File: config.mk
export PLATFORM = sky130hd
export DESIGN_NAME = ttc_top
export DESIGN_NICKNAME = d
export VERILOG_FILES = /design/src/rtl/ttc_pkg.sv /design/src/rtl/ttc_top.sv
export VERILOG_INCLUDE_DIRS = /design/src /design/src/rtl
export SDC_FILE = /design/constraint.sdc
export NUM_CORES = 1
export LEC_CHECK = 0
export BUFFER_PORTS_ARGS = -buffer_cell sky130_fd_sc_hd__buf_2
export CAP_MARGIN = 5
export CORE_ASPECT_RATIO = 1.2
export CORE_MARGIN = 4
export CORE_UTILIZATION = 45
export DETAILED_ROUTE_END_ITERATION = 8
export MAX_ROUTING_LAYER = met4
export PLACE_DENSITY = 0.68
export SYNTH_ARGS = -nofsm -noshare
export SYNTH_HDL_FRONTEND = slang
export SYNTH_SLANG_ARGS = --single-unit
File: constraint.sdc
create_clock -name clk_sys_i -period 3.1 [get_ports clk_sys_i]
set_clock_uncertainty 0.05 [all_clocks]
set_input_delay 0.93 -clock clk_sys_i [delete_from_list [all_inputs] [get_ports clk_sys_i]]
set_output_delay 0.93 -clock clk_sys_i [all_outputs]
set_load 0.005 [all_outputs]
File: src/rtl/ttc_defs.svh
`ifndef TTC_DEFS_SVH
`define TTC_DEFS_SVH
// Notes on behaviour
// - timers 0 and 1 have four modes each; modes 0-2 alike, mode 3 differs.
// - mode 0 counts 13 bits: high byte plus low five bits of low byte.
// - rollover from all ones to zero sets that timer's overflow flag.
// - count only while run is 1 and qualify is 0 or irq pin high.
// - setting run does not clear the count; counting resumes from it.
// - qualify bit of timer 1 is mode bit 7, timer 0 is bit 3.
// - mode 1 is mode 0 with the full 16-bit count.
// - mode 2 low byte counts, reloads from high byte on overflow, sets flag.
// - timer 1 in mode 3 holds its count as if run were cleared.
// - timer 0 mode 3: low byte own counter; high byte uses timer 1 run/flag.
// - timer 1 then runs unless in mode 3, and sets no flag.
// - timer 2 is 16 bits; select picks timing or counting; modes by control.
// - capture mode, external enable clear: 16-bit count, overflow sets flag.
// - capture mode, enable set: pin fall copies count to capture, sets flag.
// - timer 2 external and overflow flags share one request output.
// - capture mode never reloads; counting goes on after a capture.
// - down-count enable resets to 0; when set, pin level picks direction.
// - up auto-reload: overflow at ffff sets flag, reloads from reload pair.
// - up auto-reload with enable: pin fall reloads and sets external flag.
// - up/down mode, pin high: count up, overflow sets flag and reloads.
// - pin low: count down; at reload value set flag, load ffff.
// - up/down mode: external flag toggles on each wrap, raises no request.
// - timer 2 select 0 counts machine cycles, 1 counts count-pin falls.
// - timer 2 runs only while its run bit is 1.
`define TTC_ADDR_W 6
`define TTC_OFF_MODE01 6'h00
`define TTC_OFF_CTL01 6'h04
`define TTC_OFF_T0L 6'h08
`define TTC_OFF_T0H 6'h0c
`define TTC_OFF_T1L 6'h10
`define TTC_OFF_T1H 6'h14
`define TTC_OFF_T2CTL 6'h18
`define TTC_OFF_THIRD_TIMER_MODE 6'h1c
`define TTC_OFF_T2CL 6'h20
`define TTC_OFF_T2CH 6'h24
`define TTC_OFF_T2RL 6'h28
`define TTC_OFF_T2RH 6'h2c
`define TTC_MODE_STRIDE 4
`define TTC_MODE_M 0
`define TTC_MODE_CT 2
`define TTC_MODE_Q 3
`define TTC_CTL_TF1 7
`define TTC_CTL_TR1 6
`define TTC_CTL_TF0 5
`define TTC_CTL_TR0 4
`define TTC_T2C_TF 7
`define TTC_T2C_EXF 6
`define TTC_T2C_RXB 5
`define TTC_T2C_TXB 4
`define TTC_T2C_EXEN 3
`define TTC_T2C_RUN 2
`define TTC_T2C_CT 1
`define TTC_T2C_CAP 0
`define TTC_T2M_DOWN_COUNT_ENABLE 0
`define TTC_LOW_W 5
`define TTC_PIN_T0CNT 0
`define TTC_PIN_T2CNT 2
`define TTC_PIN_IRQA 3
`define TTC_PIN_T2_CAPTURE_DIRECTION_PIN 5
`define TTC_NPINS 6
`define TTC_MCYC_DIV 12
`define TTC_PRE_W 4
`define TTC_ONES8 8'hff
`define TTC_ONES16 16'hffff
`define TTC_STATE_RST '0
`endif

File: src/rtl/ttc_pkg.sv
`include "ttc_defs.svh"
package ttc_pkg;
    typedef enum logic [1:0] {
        TTC_M13    = 2'b00,
        TTC_M16    = 2'b01,
        TTC_M8RL   = 2'b10,
        TTC_MSPLIT = 2'b11
    } ttc_tmode_e;
    typedef struct packed {
        logic                   read;
        logic                   write;
        logic [`TTC_ADDR_W-1:0] address;
        logic [3:0]             byteenable;
        logic [31:0]            writedata;
    } ttc_avs_req_s;
    // order fixes the bit index of each pin in the sync vectors
    typedef struct packed {
        logic t2_capture_direction_pin;
        logic ext_irq_pin_b;
        logic ext_irq_pin_a;
        logic t2_count_pin;
        logic t1_count_pin;
        logic t0_count_pin;
    } ttc_pins_s;
    typedef struct packed {
        logic t2_irq_req;
        logic timer1_overflow_flag;
        logic timer0_overflow_flag;
    } ttc_flags_s;
    typedef struct packed {
        logic [7:0]             timer01_mode_register;
        logic [1:0]             run;
        logic [1:0]             ovf_flag;
        logic [1:0][7:0]        low_byte;
        logic [1:0][7:0]        high_byte;
        logic [7:0]             third_timer_control;
        logic [1:0]             third_timer_mode;
        logic [7:0]             t2_count_low;
        logic [7:0]             t2_count_high;
        logic [7:0]             t2_reload_low;
        logic [7:0]             t2_reload_high;
        logic [`TTC_PRE_W-1:0]  prescale;
        logic [`TTC_NPINS-1:0]  sync1;
        logic [`TTC_NPINS-1:0]  sync2;
        logic [`TTC_NPINS-1:0]  prev;
        logic                   ack;
        logic [7:0]             rdata;
    } ttc_state_s;
endpackage : ttc_pkg

File: src/rtl/ttc_top.sv
`timescale 1ns/10ps
`include "ttc_defs.svh"
module ttc_top #(
    parameter int unsigned MCYC_DIV = `TTC_MCYC_DIV
) (
    input  wire logic                  clk_sys_i,
    input  wire logic                  sys_rst_i,
    input  wire logic                  ce_i,
    input  wire ttc_pkg::ttc_avs_req_s avs_req_i,
    output logic [31:0]                avs_readdata_o,
    output logic                       avs_waitrequest_o,
    input  wire ttc_pkg::ttc_pins_s    pins_i,
    output ttc_pkg::ttc_flags_s        flags_o
);
    import ttc_pkg::*;

    localparam logic [`TTC_PRE_W-1:0] PRE_LAST = `TTC_PRE_W'(MCYC_DIV - 1);

    ttc_state_s             st_q;
    ttc_state_s             st_d;
    logic [`TTC_NPINS-1:0]  pin_lvl;
    logic [`TTC_NPINS-1:0]  pin_fall;
    logic                   mcyc;
    logic [1:0]             set_f;
    logic [1:0]             lo_tick;
    logic                   split0;
    ttc_tmode_e             mf;
    logic [12:0]            c13;
    logic [15:0]            c16;
    logic [15:0]            t2c;
    logic [15:0]            t2r;
    logic [15:0]            t2n;
    logic                   t2_tick;
    logic                   t2_baud;
    logic                   t2_cap;
    logic                   t2_updown;
    logic                   t2_set_tf;
    logic                   t2_set_ex;
    logic                   t2_tog_ex;
    logic                   req;
    logic                   wr_act;
    logic [7:0]             wd;
    logic [7:0]             rd8;
    logic [`TTC_ADDR_W-1:0] addr;
    logic [7:0]             md;
    logic [7:0]             t2ctl;

    // a request completes only in an enabled cycle, so ce low can never drop a write
    assign req               = avs_req_i.read | avs_req_i.write;
    assign avs_waitrequest_o = req & ~(st_q.ack & ce_i);
    assign avs_readdata_o    = {24'h000000, st_q.rdata};
    assign md                = st_q.timer01_mode_register;
    assign t2ctl             = st_q.third_timer_control;

    // t2_external_flag counts as a count bit in up/down mode, so it is kept off the request
    assign flags_o.timer0_overflow_flag = st_q.ovf_flag[0];
    assign flags_o.timer1_overflow_flag = st_q.ovf_flag[1];
    assign flags_o.t2_irq_req = t2ctl[`TTC_T2C_TF] | (t2ctl[`TTC_T2C_EXF] & ~t2_updown);

    // next-state logic for the whole unit
    always_comb begin
        st_d      = st_q;
        pin_lvl   = st_q.sync2;
        pin_fall  = st_q.prev & ~st_q.sync2;
        mcyc      = (st_q.prescale == PRE_LAST);
        set_f     = '0;
        lo_tick   = '0;
        mf        = TTC_M13;
        c13       = '0;
        c16       = '0;
        rd8       = '0;
        t2_set_tf = 1'b0;
        t2_set_ex = 1'b0;
        t2_tog_ex = 1'b0;
        // two stages per pin; only stage two and its delayed copy are read
        st_d.sync1    = pins_i;
        st_d.sync2    = st_q.sync1;
        st_d.prev     = st_q.sync2;
        st_d.prescale = mcyc ? '0 : st_q.prescale + 1'b1;
        split0 = (ttc_tmode_e'(md[`TTC_MODE_M +: 2]) == TTC_MSPLIT);

        // timers 0 and 1 share one body; the mode field picks the width
        for (int i = 0; i < 2; i++) begin
            mf = ttc_tmode_e'(md[i*`TTC_MODE_STRIDE + `TTC_MODE_M +: 2]);
            lo_tick[i] = (md[i*`TTC_MODE_STRIDE + `TTC_MODE_CT] ? pin_fall[`TTC_PIN_T0CNT + i] : mcyc)
                       & (st_q.run[i] | (i == 1 && split0))
                       & (~md[i*`TTC_MODE_STRIDE + `TTC_MODE_Q] | pin_lvl[`TTC_PIN_IRQA + i]);
            if (i == 1 && mf == TTC_MSPLIT) begin
                lo_tick[i] = 1'b0;
            end
            // count continues from the held value, run never clears it
            if (lo_tick[i]) begin
                case (mf)
                    TTC_M13: begin
                        // upper low-byte bits are left alone in this mode
                        c13 = {st_q.high_byte[i], st_q.low_byte[i][`TTC_LOW_W-1:0]} + 13'h0001;
                        st_d.high_byte[i] = c13[12:`TTC_LOW_W];
                        st_d.low_byte[i][`TTC_LOW_W-1:0] = c13[`TTC_LOW_W-1:0];
                        set_f[i] = (c13 == '0);
                    end
                    TTC_M16: begin
                        c16 = {st_q.high_byte[i], st_q.low_byte[i]} + 16'h0001;
                        {st_d.high_byte[i], st_d.low_byte[i]} = c16;
                        set_f[i] = (c16 == '0);
                    end
                    TTC_M8RL: begin
                        if (st_q.low_byte[i] == `TTC_ONES8) begin
                            st_d.low_byte[i] = st_q.high_byte[i];
                            set_f[i] = 1'b1;
                        end else begin
                            st_d.low_byte[i] = st_q.low_byte[i] + 8'h01;
                        end
                    end
                    default: begin
                        // only timer 0 gets here: its low byte alone
                        st_d.low_byte[i] = st_q.low_byte[i] + 8'h01;
                        set_f[i] = (st_q.low_byte[i] == `TTC_ONES8);
                    end
                endcase
            end
        end

        // split mode: timer 0 high byte borrows timer 1 run and flag
        if (split0) begin
            set_f[1] = 1'b0;
            if (st_q.run[1] && mcyc) begin
                st_d.high_byte[0] = st_q.high_byte[0] + 8'h01;
                set_f[1] = (st_q.high_byte[0] == `TTC_ONES8);
            end
        end

        // timer 2 mode decode
        t2c       = {st_q.t2_count_high, st_q.t2_count_low};
        t2r       = {st_q.t2_reload_high, st_q.t2_reload_low};
        t2n       = t2c;
        t2_baud   = t2ctl[`TTC_T2C_RXB] | t2ctl[`TTC_T2C_TXB];
        t2_cap    = t2ctl[`TTC_T2C_CAP] & ~t2_baud;
        t2_updown = ~t2_baud & ~t2_cap & st_q.third_timer_mode[`TTC_T2M_DOWN_COUNT_ENABLE];
        t2_tick   = t2ctl[`TTC_T2C_RUN]
                  & (t2ctl[`TTC_T2C_CT] ? pin_fall[`TTC_PIN_T2CNT] : mcyc);

        if (t2_updown) begin
            // the external enable bit has no say in this mode
            if (t2_tick) begin
                if (pin_lvl[`TTC_PIN_T2_CAPTURE_DIRECTION_PIN]) begin
                    if (t2c == `TTC_ONES16) begin
                        t2n       = t2r;
                        t2_set_tf = 1'b1;
                        t2_tog_ex = 1'b1;
                    end else begin
                        t2n = t2c + 16'h0001;
                    end
                end else if (t2c == t2r) begin
                    t2n       = `TTC_ONES16;
                    t2_set_tf = 1'b1;
                    t2_tog_ex = 1'b1;
                end else begin
                    t2n = t2c - 16'h0001;
                end
            end
        end else begin
            if (t2_tick) begin
                if (t2c == `TTC_ONES16) begin
                    // capture mode wraps to zero, others reload
                    t2n       = t2_cap ? '0 : t2r;
                    t2_set_tf = ~t2_baud;
                end else begin
                    t2n = t2c + 16'h0001;
                end
            end
            if (t2ctl[`TTC_T2C_EXEN] && pin_fall[`TTC_PIN_T2_CAPTURE_DIRECTION_PIN]) begin
                t2_set_ex = 1'b1;
                if (t2_cap) begin
                    {st_d.t2_reload_high, st_d.t2_reload_low} = t2c;
                end else if (!t2_baud) begin
                    t2n = t2r;
                end
            end
        end
        {st_d.t2_count_high, st_d.t2_count_low} = t2n;

        // bus: one wait cycle, read data snapped in the first cycle
        st_d.ack = req & ~st_q.ack;
        wr_act   = avs_req_i.write & st_q.ack & avs_req_i.byteenable[0];
        wd       = avs_req_i.writedata[7:0];
        addr     = {avs_req_i.address[`TTC_ADDR_W-1:2], 2'b00};
        if (addr == `TTC_OFF_MODE01) begin
            rd8 = md;
        end else if (addr == `TTC_OFF_CTL01) begin
            rd8[`TTC_CTL_TF1] = st_q.ovf_flag[1];
            rd8[`TTC_CTL_TR1] = st_q.run[1];
            rd8[`TTC_CTL_TF0] = st_q.ovf_flag[0];
            rd8[`TTC_CTL_TR0] = st_q.run[0];
        end else if (addr == `TTC_OFF_T0L) begin
            rd8 = st_q.low_byte[0];
        end else if (addr == `TTC_OFF_T0H) begin
            rd8 = st_q.high_byte[0];
        end else if (addr == `TTC_OFF_T1L) begin
            rd8 = st_q.low_byte[1];
        end else if (addr == `TTC_OFF_T1H) begin
            rd8 = st_q.high_byte[1];
        end else if (addr == `TTC_OFF_T2CTL) begin
            rd8 = t2ctl;
        end else if (addr == `TTC_OFF_THIRD_TIMER_MODE) begin
            rd8[1:0] = st_q.third_timer_mode;
        end else if (addr == `TTC_OFF_T2CL) begin
            rd8 = st_q.t2_count_low;
        end else if (addr == `TTC_OFF_T2CH) begin
            rd8 = st_q.t2_count_high;
        end else if (addr == `TTC_OFF_T2RL) begin
            rd8 = st_q.t2_reload_low;
        end else if (addr == `TTC_OFF_T2RH) begin
            rd8 = st_q.t2_reload_high;
        end
        if (req && !st_q.ack) begin
            st_d.rdata = rd8;
        end

        // a software write wins over counting on the data registers
        if (wr_act) begin
            if (addr == `TTC_OFF_MODE01) begin
                st_d.timer01_mode_register = wd;
            end else if (addr == `TTC_OFF_CTL01) begin
                st_d.run      = {wd[`TTC_CTL_TR1], wd[`TTC_CTL_TR0]};
                st_d.ovf_flag = {wd[`TTC_CTL_TF1], wd[`TTC_CTL_TF0]};
            end else if (addr == `TTC_OFF_T0L) begin
                st_d.low_byte[0] = wd;
            end else if (addr == `TTC_OFF_T0H) begin
                st_d.high_byte[0] = wd;
            end else if (addr == `TTC_OFF_T1L) begin
                st_d.low_byte[1] = wd;
            end else if (addr == `TTC_OFF_T1H) begin
                st_d.high_byte[1] = wd;
            end else if (addr == `TTC_OFF_T2CTL) begin
                st_d.third_timer_control = wd;
            end else if (addr == `TTC_OFF_THIRD_TIMER_MODE) begin
                st_d.third_timer_mode = wd[1:0];
            end else if (addr == `TTC_OFF_T2CL) begin
                st_d.t2_count_low = wd;
            end else if (addr == `TTC_OFF_T2CH) begin
                st_d.t2_count_high = wd;
            end else if (addr == `TTC_OFF_T2RL) begin
                st_d.t2_reload_low = wd;
            end else if (addr == `TTC_OFF_T2RH) begin
                st_d.t2_reload_high = wd;
            end
        end

        // flag sets and toggles land on top of any write, so none is lost
        st_d.ovf_flag = st_d.ovf_flag | set_f;
        st_d.third_timer_control[`TTC_T2C_TF] = st_d.third_timer_control[`TTC_T2C_TF] | t2_set_tf;
        st_d.third_timer_control[`TTC_T2C_EXF] =
            (st_d.third_timer_control[`TTC_T2C_EXF] ^ t2_tog_ex) | t2_set_ex;
    end

    // single state register; ce low freezes everything
    always_ff @(posedge clk_sys_i) begin
        if (sys_rst_i) begin
            st_q <= `TTC_STATE_RST;
        end else if (ce_i) begin
            st_q <= st_d;
        end
    end
endmodule : ttc_top

==> results.yml, run 1 <==
grt:
  gr-total-overflow: 0
  grt_start_max_net_pins: 42
  grt_pass1_vias: 9640
  grt_antenna_before_repair: 1
  grtUsageTotal: 0.297
  grt_pass1_wl_um: 55500
placed_design:
  gp_congestion: 1.03
  place_area_mm2: 0.0104
  dp_cells: 1619
  portBuffers: 35
  dp_hpwl_um: 25600
timing:
  timing.fmax_ghz: 0.365
  maxSlewViolCount: 0
  worst_pin_slew_ns: 0.995
  rsz0062_at_grt: "no"
  relSlewSlack: 0.331
  fin_crit_sh: 0.884
  setup_viol: 0
  hold_viol_final: 0
  period_needed_ns: 2.74
  final.setup.tns_ns: 0
pwr:
  power_mw: 4.07
  p_per_area_mw_per_mm2: 372
  p_leak_nw: 3.95
  vdd_drop_max_v: 0.000310
flow_run:
  drv_cap: 0
setup_path:
  worst-path-buf-inv: 0
  required_ns: 3.38
  path_max_fanout: 9
  critical_path_class: "reg -> reg"
  worstSetupEndpointType: "register"
  cp-start-kind: "register"
  critPathTopFamily: "compound AO/OA/AOI/OAI gates"
  slowest_stage: "o31ai_1"
  crit_chain: "ha_1 -> and4_1 -> nand2_1 -> a21oi_1 -> o31ai_1 -> or3_1 -> o21ai_0 -> a211oi_1"
  cpPeakStageDelay_ns: 0.80
  worstPathArrival_ns: 3.02
clock_network:
  cts_buffers: 17
  hold_buffers: 0
  cts_sinks: 115
  clock_path_buffers: 2
  root_buffer: "clkbuf_16"
  clk_pin_slew_ns: 0.06
  post_cts_resized: 0
  clk_latency_ns: 0.43
  cts-htree-levels: 4
  post-cts-setup-buffer-count: 0
  cts_tree: "yes"
finish:
  nFillCells: 2130
  fin_nets: 1425
  fin_cells: 1651
  fin_area_mm2: 0.0109
  utilization: 0.506
  drive_above_1_share: 0.137
  areaGrowthSynthToFinish_pct: 10.6
floorplan:
  start_util: 0.457
  core_area_mm2: 0.0216
  die-area_mm2: 0.0244
  die_w_um: 143
  die-height_um: 170
  rows: 59
  num_io_pins: 89
synth:
  ys_seq_area_frac: 0.233
  ys_types: 89
  syn_inst: 1368
  synth-seq-cells: 115
  syn_avg_cell_area_um2: 7.23
  synth_edf_count: 0
  ys_warn_count: 0
  synth_area_leaders: "dfxtp_1, nor2_1, a21oi_1, mux2i_1, nand2_1"
  synth_top_area_share: 0.233
  synthArstFlopShare: 0
  synthTopCellsByCount: "nor2_1, nand2_1, dfxtp_1"
  yosysTopAreaCell: "dfxtp_1"
  yosys_most_used_dff: "dfxtp_1"
  yosysMostFrequentCell: "nor2_1"
  syn_area_mm2: 0.00989
route:
  drtIter0Drc: 1338
  vias: 10900
  drc: 0
  drt_pass1_iterations: 8
  routed_wl_um: 36100
  avgRoutedWirePerCell_um: 21.9
  antenna_left: 0
  via_per_inst: 6.61
status:
  status: "finished, final reports clean"
min_path:
  hold_path.class: "reg -> reg"
## kinds of logic (layout without fill, tap and decap cells)
kind of cell	count (synthesis)	after routing	synth area share
other	1	25	0.000379
muxes	63	63	0.0738
DFF	115	115	0.233
buffers and inverters	196	181	0.0948
AOI/OAI and AO/OA	416	416	0.285
and+or+nand+nor	527	527	0.266
adders and majority gates	8	8	0.0101
xor gates and xnor gates	42	42	0.0372
## routing by layer
metal | track usage | routed length, um
met2 | 0.458 | 16500
met4 | 0.165 | 2240
met5 | - | 0
met3 | 0.0621 | 3380
met1 | 0.361 | 14000
## state kept, by name, indices dropped and copies added (netlist names)
| signal | flops |
|---|---|
| st_d | 6 |
| t2ctl | 8 |
| avs_readdata_o | 8 |
| st_q | 77 |
| flags_o | 2 |
| md | 8 |
| pin_lvl | 6 |
## cells in the final DEF, fill, tap and decap left out, drive strengths merged, types with 11 or more instances in the layout
cell    Yosys  routed
a21oi     110     110
or3        18      18
nor2      154     154
nand4      23      23
buf        77     121
clkbuf     90      20
a211oi     46      46
nand3      45      45
o21ai      70      70
mux2i      55      55
nand2     134     134
and3       12      12
dfxtp     115     115
o22ai      16      16
a31oi      22      22
a221oi     11      11
nand2b     15      15
xor2       21      21
inv        29      31
nor4       21      21
nor3       52      52
o221ai     12      12
conb        1      24
xnor2      21      21
## area by class of cell
class | instances | area [um2] | share of cell area
well taps | 274 | 343 | 0.0313
multi-input cells | 1080 | 6750 | 0.617
diodes | 1 | 2.50 | 0.000229
flip-flops and latches | 115 | 2300 | 0.210
inverters | 29 | 109 | 0.00995
clock buffers | 20 | 457 | 0.0417
repair buffers | 121 | 851 | 0.0778
clock inverters | 11 | 128 | 0.0117
## path summary, 6_finish.rpt
check                                 start                             end  slack [ns]  depth (start not counted)
max reg2reg           st_q[90]$_SDFFE_PP0P_           st_q[79]$_SDFFE_PP0P_        0.36                          8
max                   st_q[90]$_SDFFE_PP0P_           st_q[79]$_SDFFE_PP0P_        0.36                          8
min          avs_readdata_o[7]$_SDFFE_PP0P_  avs_readdata_o[7]$_SDFFE_PP0P_        0.40                          2
min reg2reg  avs_readdata_o[7]$_SDFFE_PP0P_  avs_readdata_o[7]$_SDFFE_PP0P_        0.40                          2
## metrics by stage
| step | worst slack, ns | hold WS (ns) |
|---|---|---|
| after floorplan | 0.278 | 0.382 |
| after global placement | 0.239 | 0.388 |
| after detailed placement | 0.213 | 0.396 |
| after CTS | 0.405 | 0.405 |
| after global routing | 0.0846 | 0.424 |
| final | 0.361 | 0.398 |
## power by group
group          leakage, nW  switching (mW)  total, mW  internal (mW)
Combinational         2.74           0.330      0.519          0.189
Clock                0.279           0.753       1.98           1.22
Sequential           0.934          0.0583       1.57           1.51
## worst register-to-register path, stage by stage (launching register included)
cell and delay (ns):
dfxtp_1 0.40, ha_1 0.29, and4_1 0.31, nand2_1 0.18, a21oi_1 0.09, o31ai_1 0.80, or3_1 0.21, o21ai_0 0.08
a211oi_1 0.25
Power figures use the tool's default switching activity.
==> run 2: changes to the inputs <==
CORE_MARGIN = 5   (was 4)
CORE_UTILIZATION = 61   (was 45)
PLACE_DENSITY = 0.86   (was 0.68)
==> run 2 against run 1 <==
Sequential share of layout area fell by 0.18 points. Non-clock buffer count rose by 13. Cell area rose by 0.88%. Largest power group unchanged. Highest routed layer unchanged. Flip-flop and latch count did not move. Register-to-register slack got worse by 0.099 ns. Clock-buffer cell count did not move.
==> results.yml, run 2 (synthesized netlist as in run 1, its figures left out) <==
status:
  status: "finished, final reports clean"
floorplan:
  die-height_um: 150
  die-area_mm2: 0.0189
  num_io_pins: 89
  die_w_um: 126
  core_area_mm2: 0.0161
  rows: 51
  start_util: 0.615
pwr:
  power_switching_share: 0.273
  p_leak_nw: 4.05
  netSwitchingPower_mw: 1.16
  power_frac_clock: 0.504
  p_int_mw: 3.10
  vdd_drop_max_v: 0.000335
  pwr-share-seq: 0.367
  p_per_area_mw_per_mm2: 387
  power_frac_comb: 0.130
clock_network:
  clk_latency_ns: 0.43
  hold_buffers: 0
  root_buffer: "clkbuf_16"
  cts_tree: "yes"
  cts_buffers: 17
  cts-htree-levels: 4
  post-cts-setup-buffer-count: 0
  clock_path_buffers: 2
  post_cts_resized: 0
  clk_pin_slew_ns: 0.06
  cts_sinks: 115
route:
  vias: 11300
  drtIter0Drc: 1498
  routed_wl_um: 37400
  drt_pass1_iterations: 8
  drt-met1-wl_um: 13200
  dr.max_layer_used: "met4"
  avgRoutedWirePerCell_um: 23.3
  dr_wl_met3_um: 4330
  drc: 0
  wl_met2_um: 16700
  via_per_inst: 7.08
  antenna_left: 0
setup_path:
  startpoint: "st_q[89]$_SDFFE_PP0P_"
  critical_path_class: "reg -> reg"
  cp-start-kind: "register"
  crit_chain: "ha_1 -> and4_1 -> nand2_1 -> nor4_1 -> a21oi_1 -> a2111oi_2 -> nor3_1 -> a221oi_1"
  rr_worst_depth: 8
  cpPeakStageDelay_ns: 0.59
  worstPathArrival_ns: 3.12
  slowest_stage: "dfxtp_1"
  r2r-start: "st_q[89]$_SDFFE_PP0P_"
  path_max_fanout: 11
  r2r-end: "flags_o[0]$_SDFFE_PP0P_"
  worstSetupEndpointType: "register"
  ff2ff_setup_slack_ns: 0.26
  required_ns: 3.38
timing:
  rsz0062_at_grt: "no"
  worst_pin_slew_ns: 0.811
  post-route-worst-setup-slack_ns: 0.262
  final.setup.tns_ns: 0
  fin_crit_sh: 0.916
  whs_ns: 0.399
  timing.fmax_ghz: 0.352
  period_needed_ns: 2.84
  maxSlewViolCount: 0
  relSlewSlack: 0.452
  setup_viol: 0
  hold_viol_final: 0
finish:
  fin_nets: 1438
  nFillCells: 1365
  max_flop_register: "st_q"
  fin_cells: 1603
  final_common_cell: "nor2_1"
  drive_above_1_share: 0.145
  final_cell_mix: "nor2_1, nand2_1, dfxtp_1"
  areaGrowthSynthToFinish_pct: 11.5
  largest_reg_flops: 77
  utilization: 0.686
grt:
  grtUsageTotal: 0.400
  grt_antenna_before_repair: 0
  gr-total-overflow: 0
  grt_start_max_net_pins: 69
  grt_pass1_vias: 10500
  grt_pass1_wl_um: 57900
placed_design:
  dp_slack_ns: 0.264
  dp_hpwl_um: 26000
  dp_cells: 1570
  portBuffers: 35
  gp_congestion: 1.07
min_path:
  min-delay-start: "avs_readdata_o[5]$_SDFFE_PP0P_"
  hold_path.class: "reg -> reg"
  holdPathEnd: "avs_readdata_o[5]$_SDFFE_PP0P_"
  hold_path_depth: 2
flow_run:
  drv_cap: 0
## run 2: cell count changes in the layout (fill, tap and decap cells not counted)
cell / before / now
buf_4: 86 / 97
buf_12: 2 / 4
bufinv_16: 2 / 4
inv_6: 2 / 1
## run 2: worst max-delay path by stage
| stage | cells after the start | slack, ns | to |
|---|---|---|---|
| after floorplan | 4 | 0.28 | avs_waitrequest_o |
| after global placement | 8 | 0.31 | st_q[101]$_SDFFE_PP0P_ |
| after detailed placement | 9 | 0.26 | st_q[33]$_SDFFE_PP0P_ |
| after CTS | 8 | 0.33 | flags_o[0]$_SDFFE_PP0P_ |
| after global routing | 8 | 0.07 | flags_o[0]$_SDFFE_PP0P_ |
| final | 8 | 0.26 | flags_o[0]$_SDFFE_PP0P_ |
## run 2: per-layer routing
layer  GRT usage  up-vias
li1            -     5050
met1       0.466     5178
met2       0.609      870
met3      0.0778      248
met4       0.300        0
met5           -        -
## run 2: critical path: cells and delay by family (launching register included)
kind | cells | cell delay (ns)
compound gates | 3 | 0.79
flops | 1 | 0.59
simple gates | 4 | 0.98
fa+ha+maj | 1 | 0.34
## run 2: cell type report
type,count,area [um2],share of cell area
diodes,1,2.50,0.000227
clock buffers,20,457,0.0414
flip-flops and latches,115,2300,0.209
well taps,212,265,0.0240
multi-input cells,1080,6750,0.611
repair buffers,134,973,0.0882
inverters,29,109,0.00986
clock inverters,12,179,0.0162
## run 2: per-stage QoR
| stage | instance area, um2 | power, mW |
|---|---|---|
| floorplan | 9980 | 1.96 |
| global placement | 10400 | 2.11 |
| detailed placement | 10400 | 2.12 |
| CTS | 11000 | 4.25 |
| global route | 11000 | 4.37 |
| finish | 11000 | 4.27 |
## run 2: power groups by stage
stage	Sequential, mW	Combinational [mW]	Clock, mW
2_1_floorplan	1.57	0.394	0
3_3_place_gp	1.59	0.521	0
3_5_place_dp	1.59	0.529	0
4_1_cts	1.56	0.533	2.15
5_1_grt	1.57	0.588	2.21
6_report	1.57	0.553	2.15
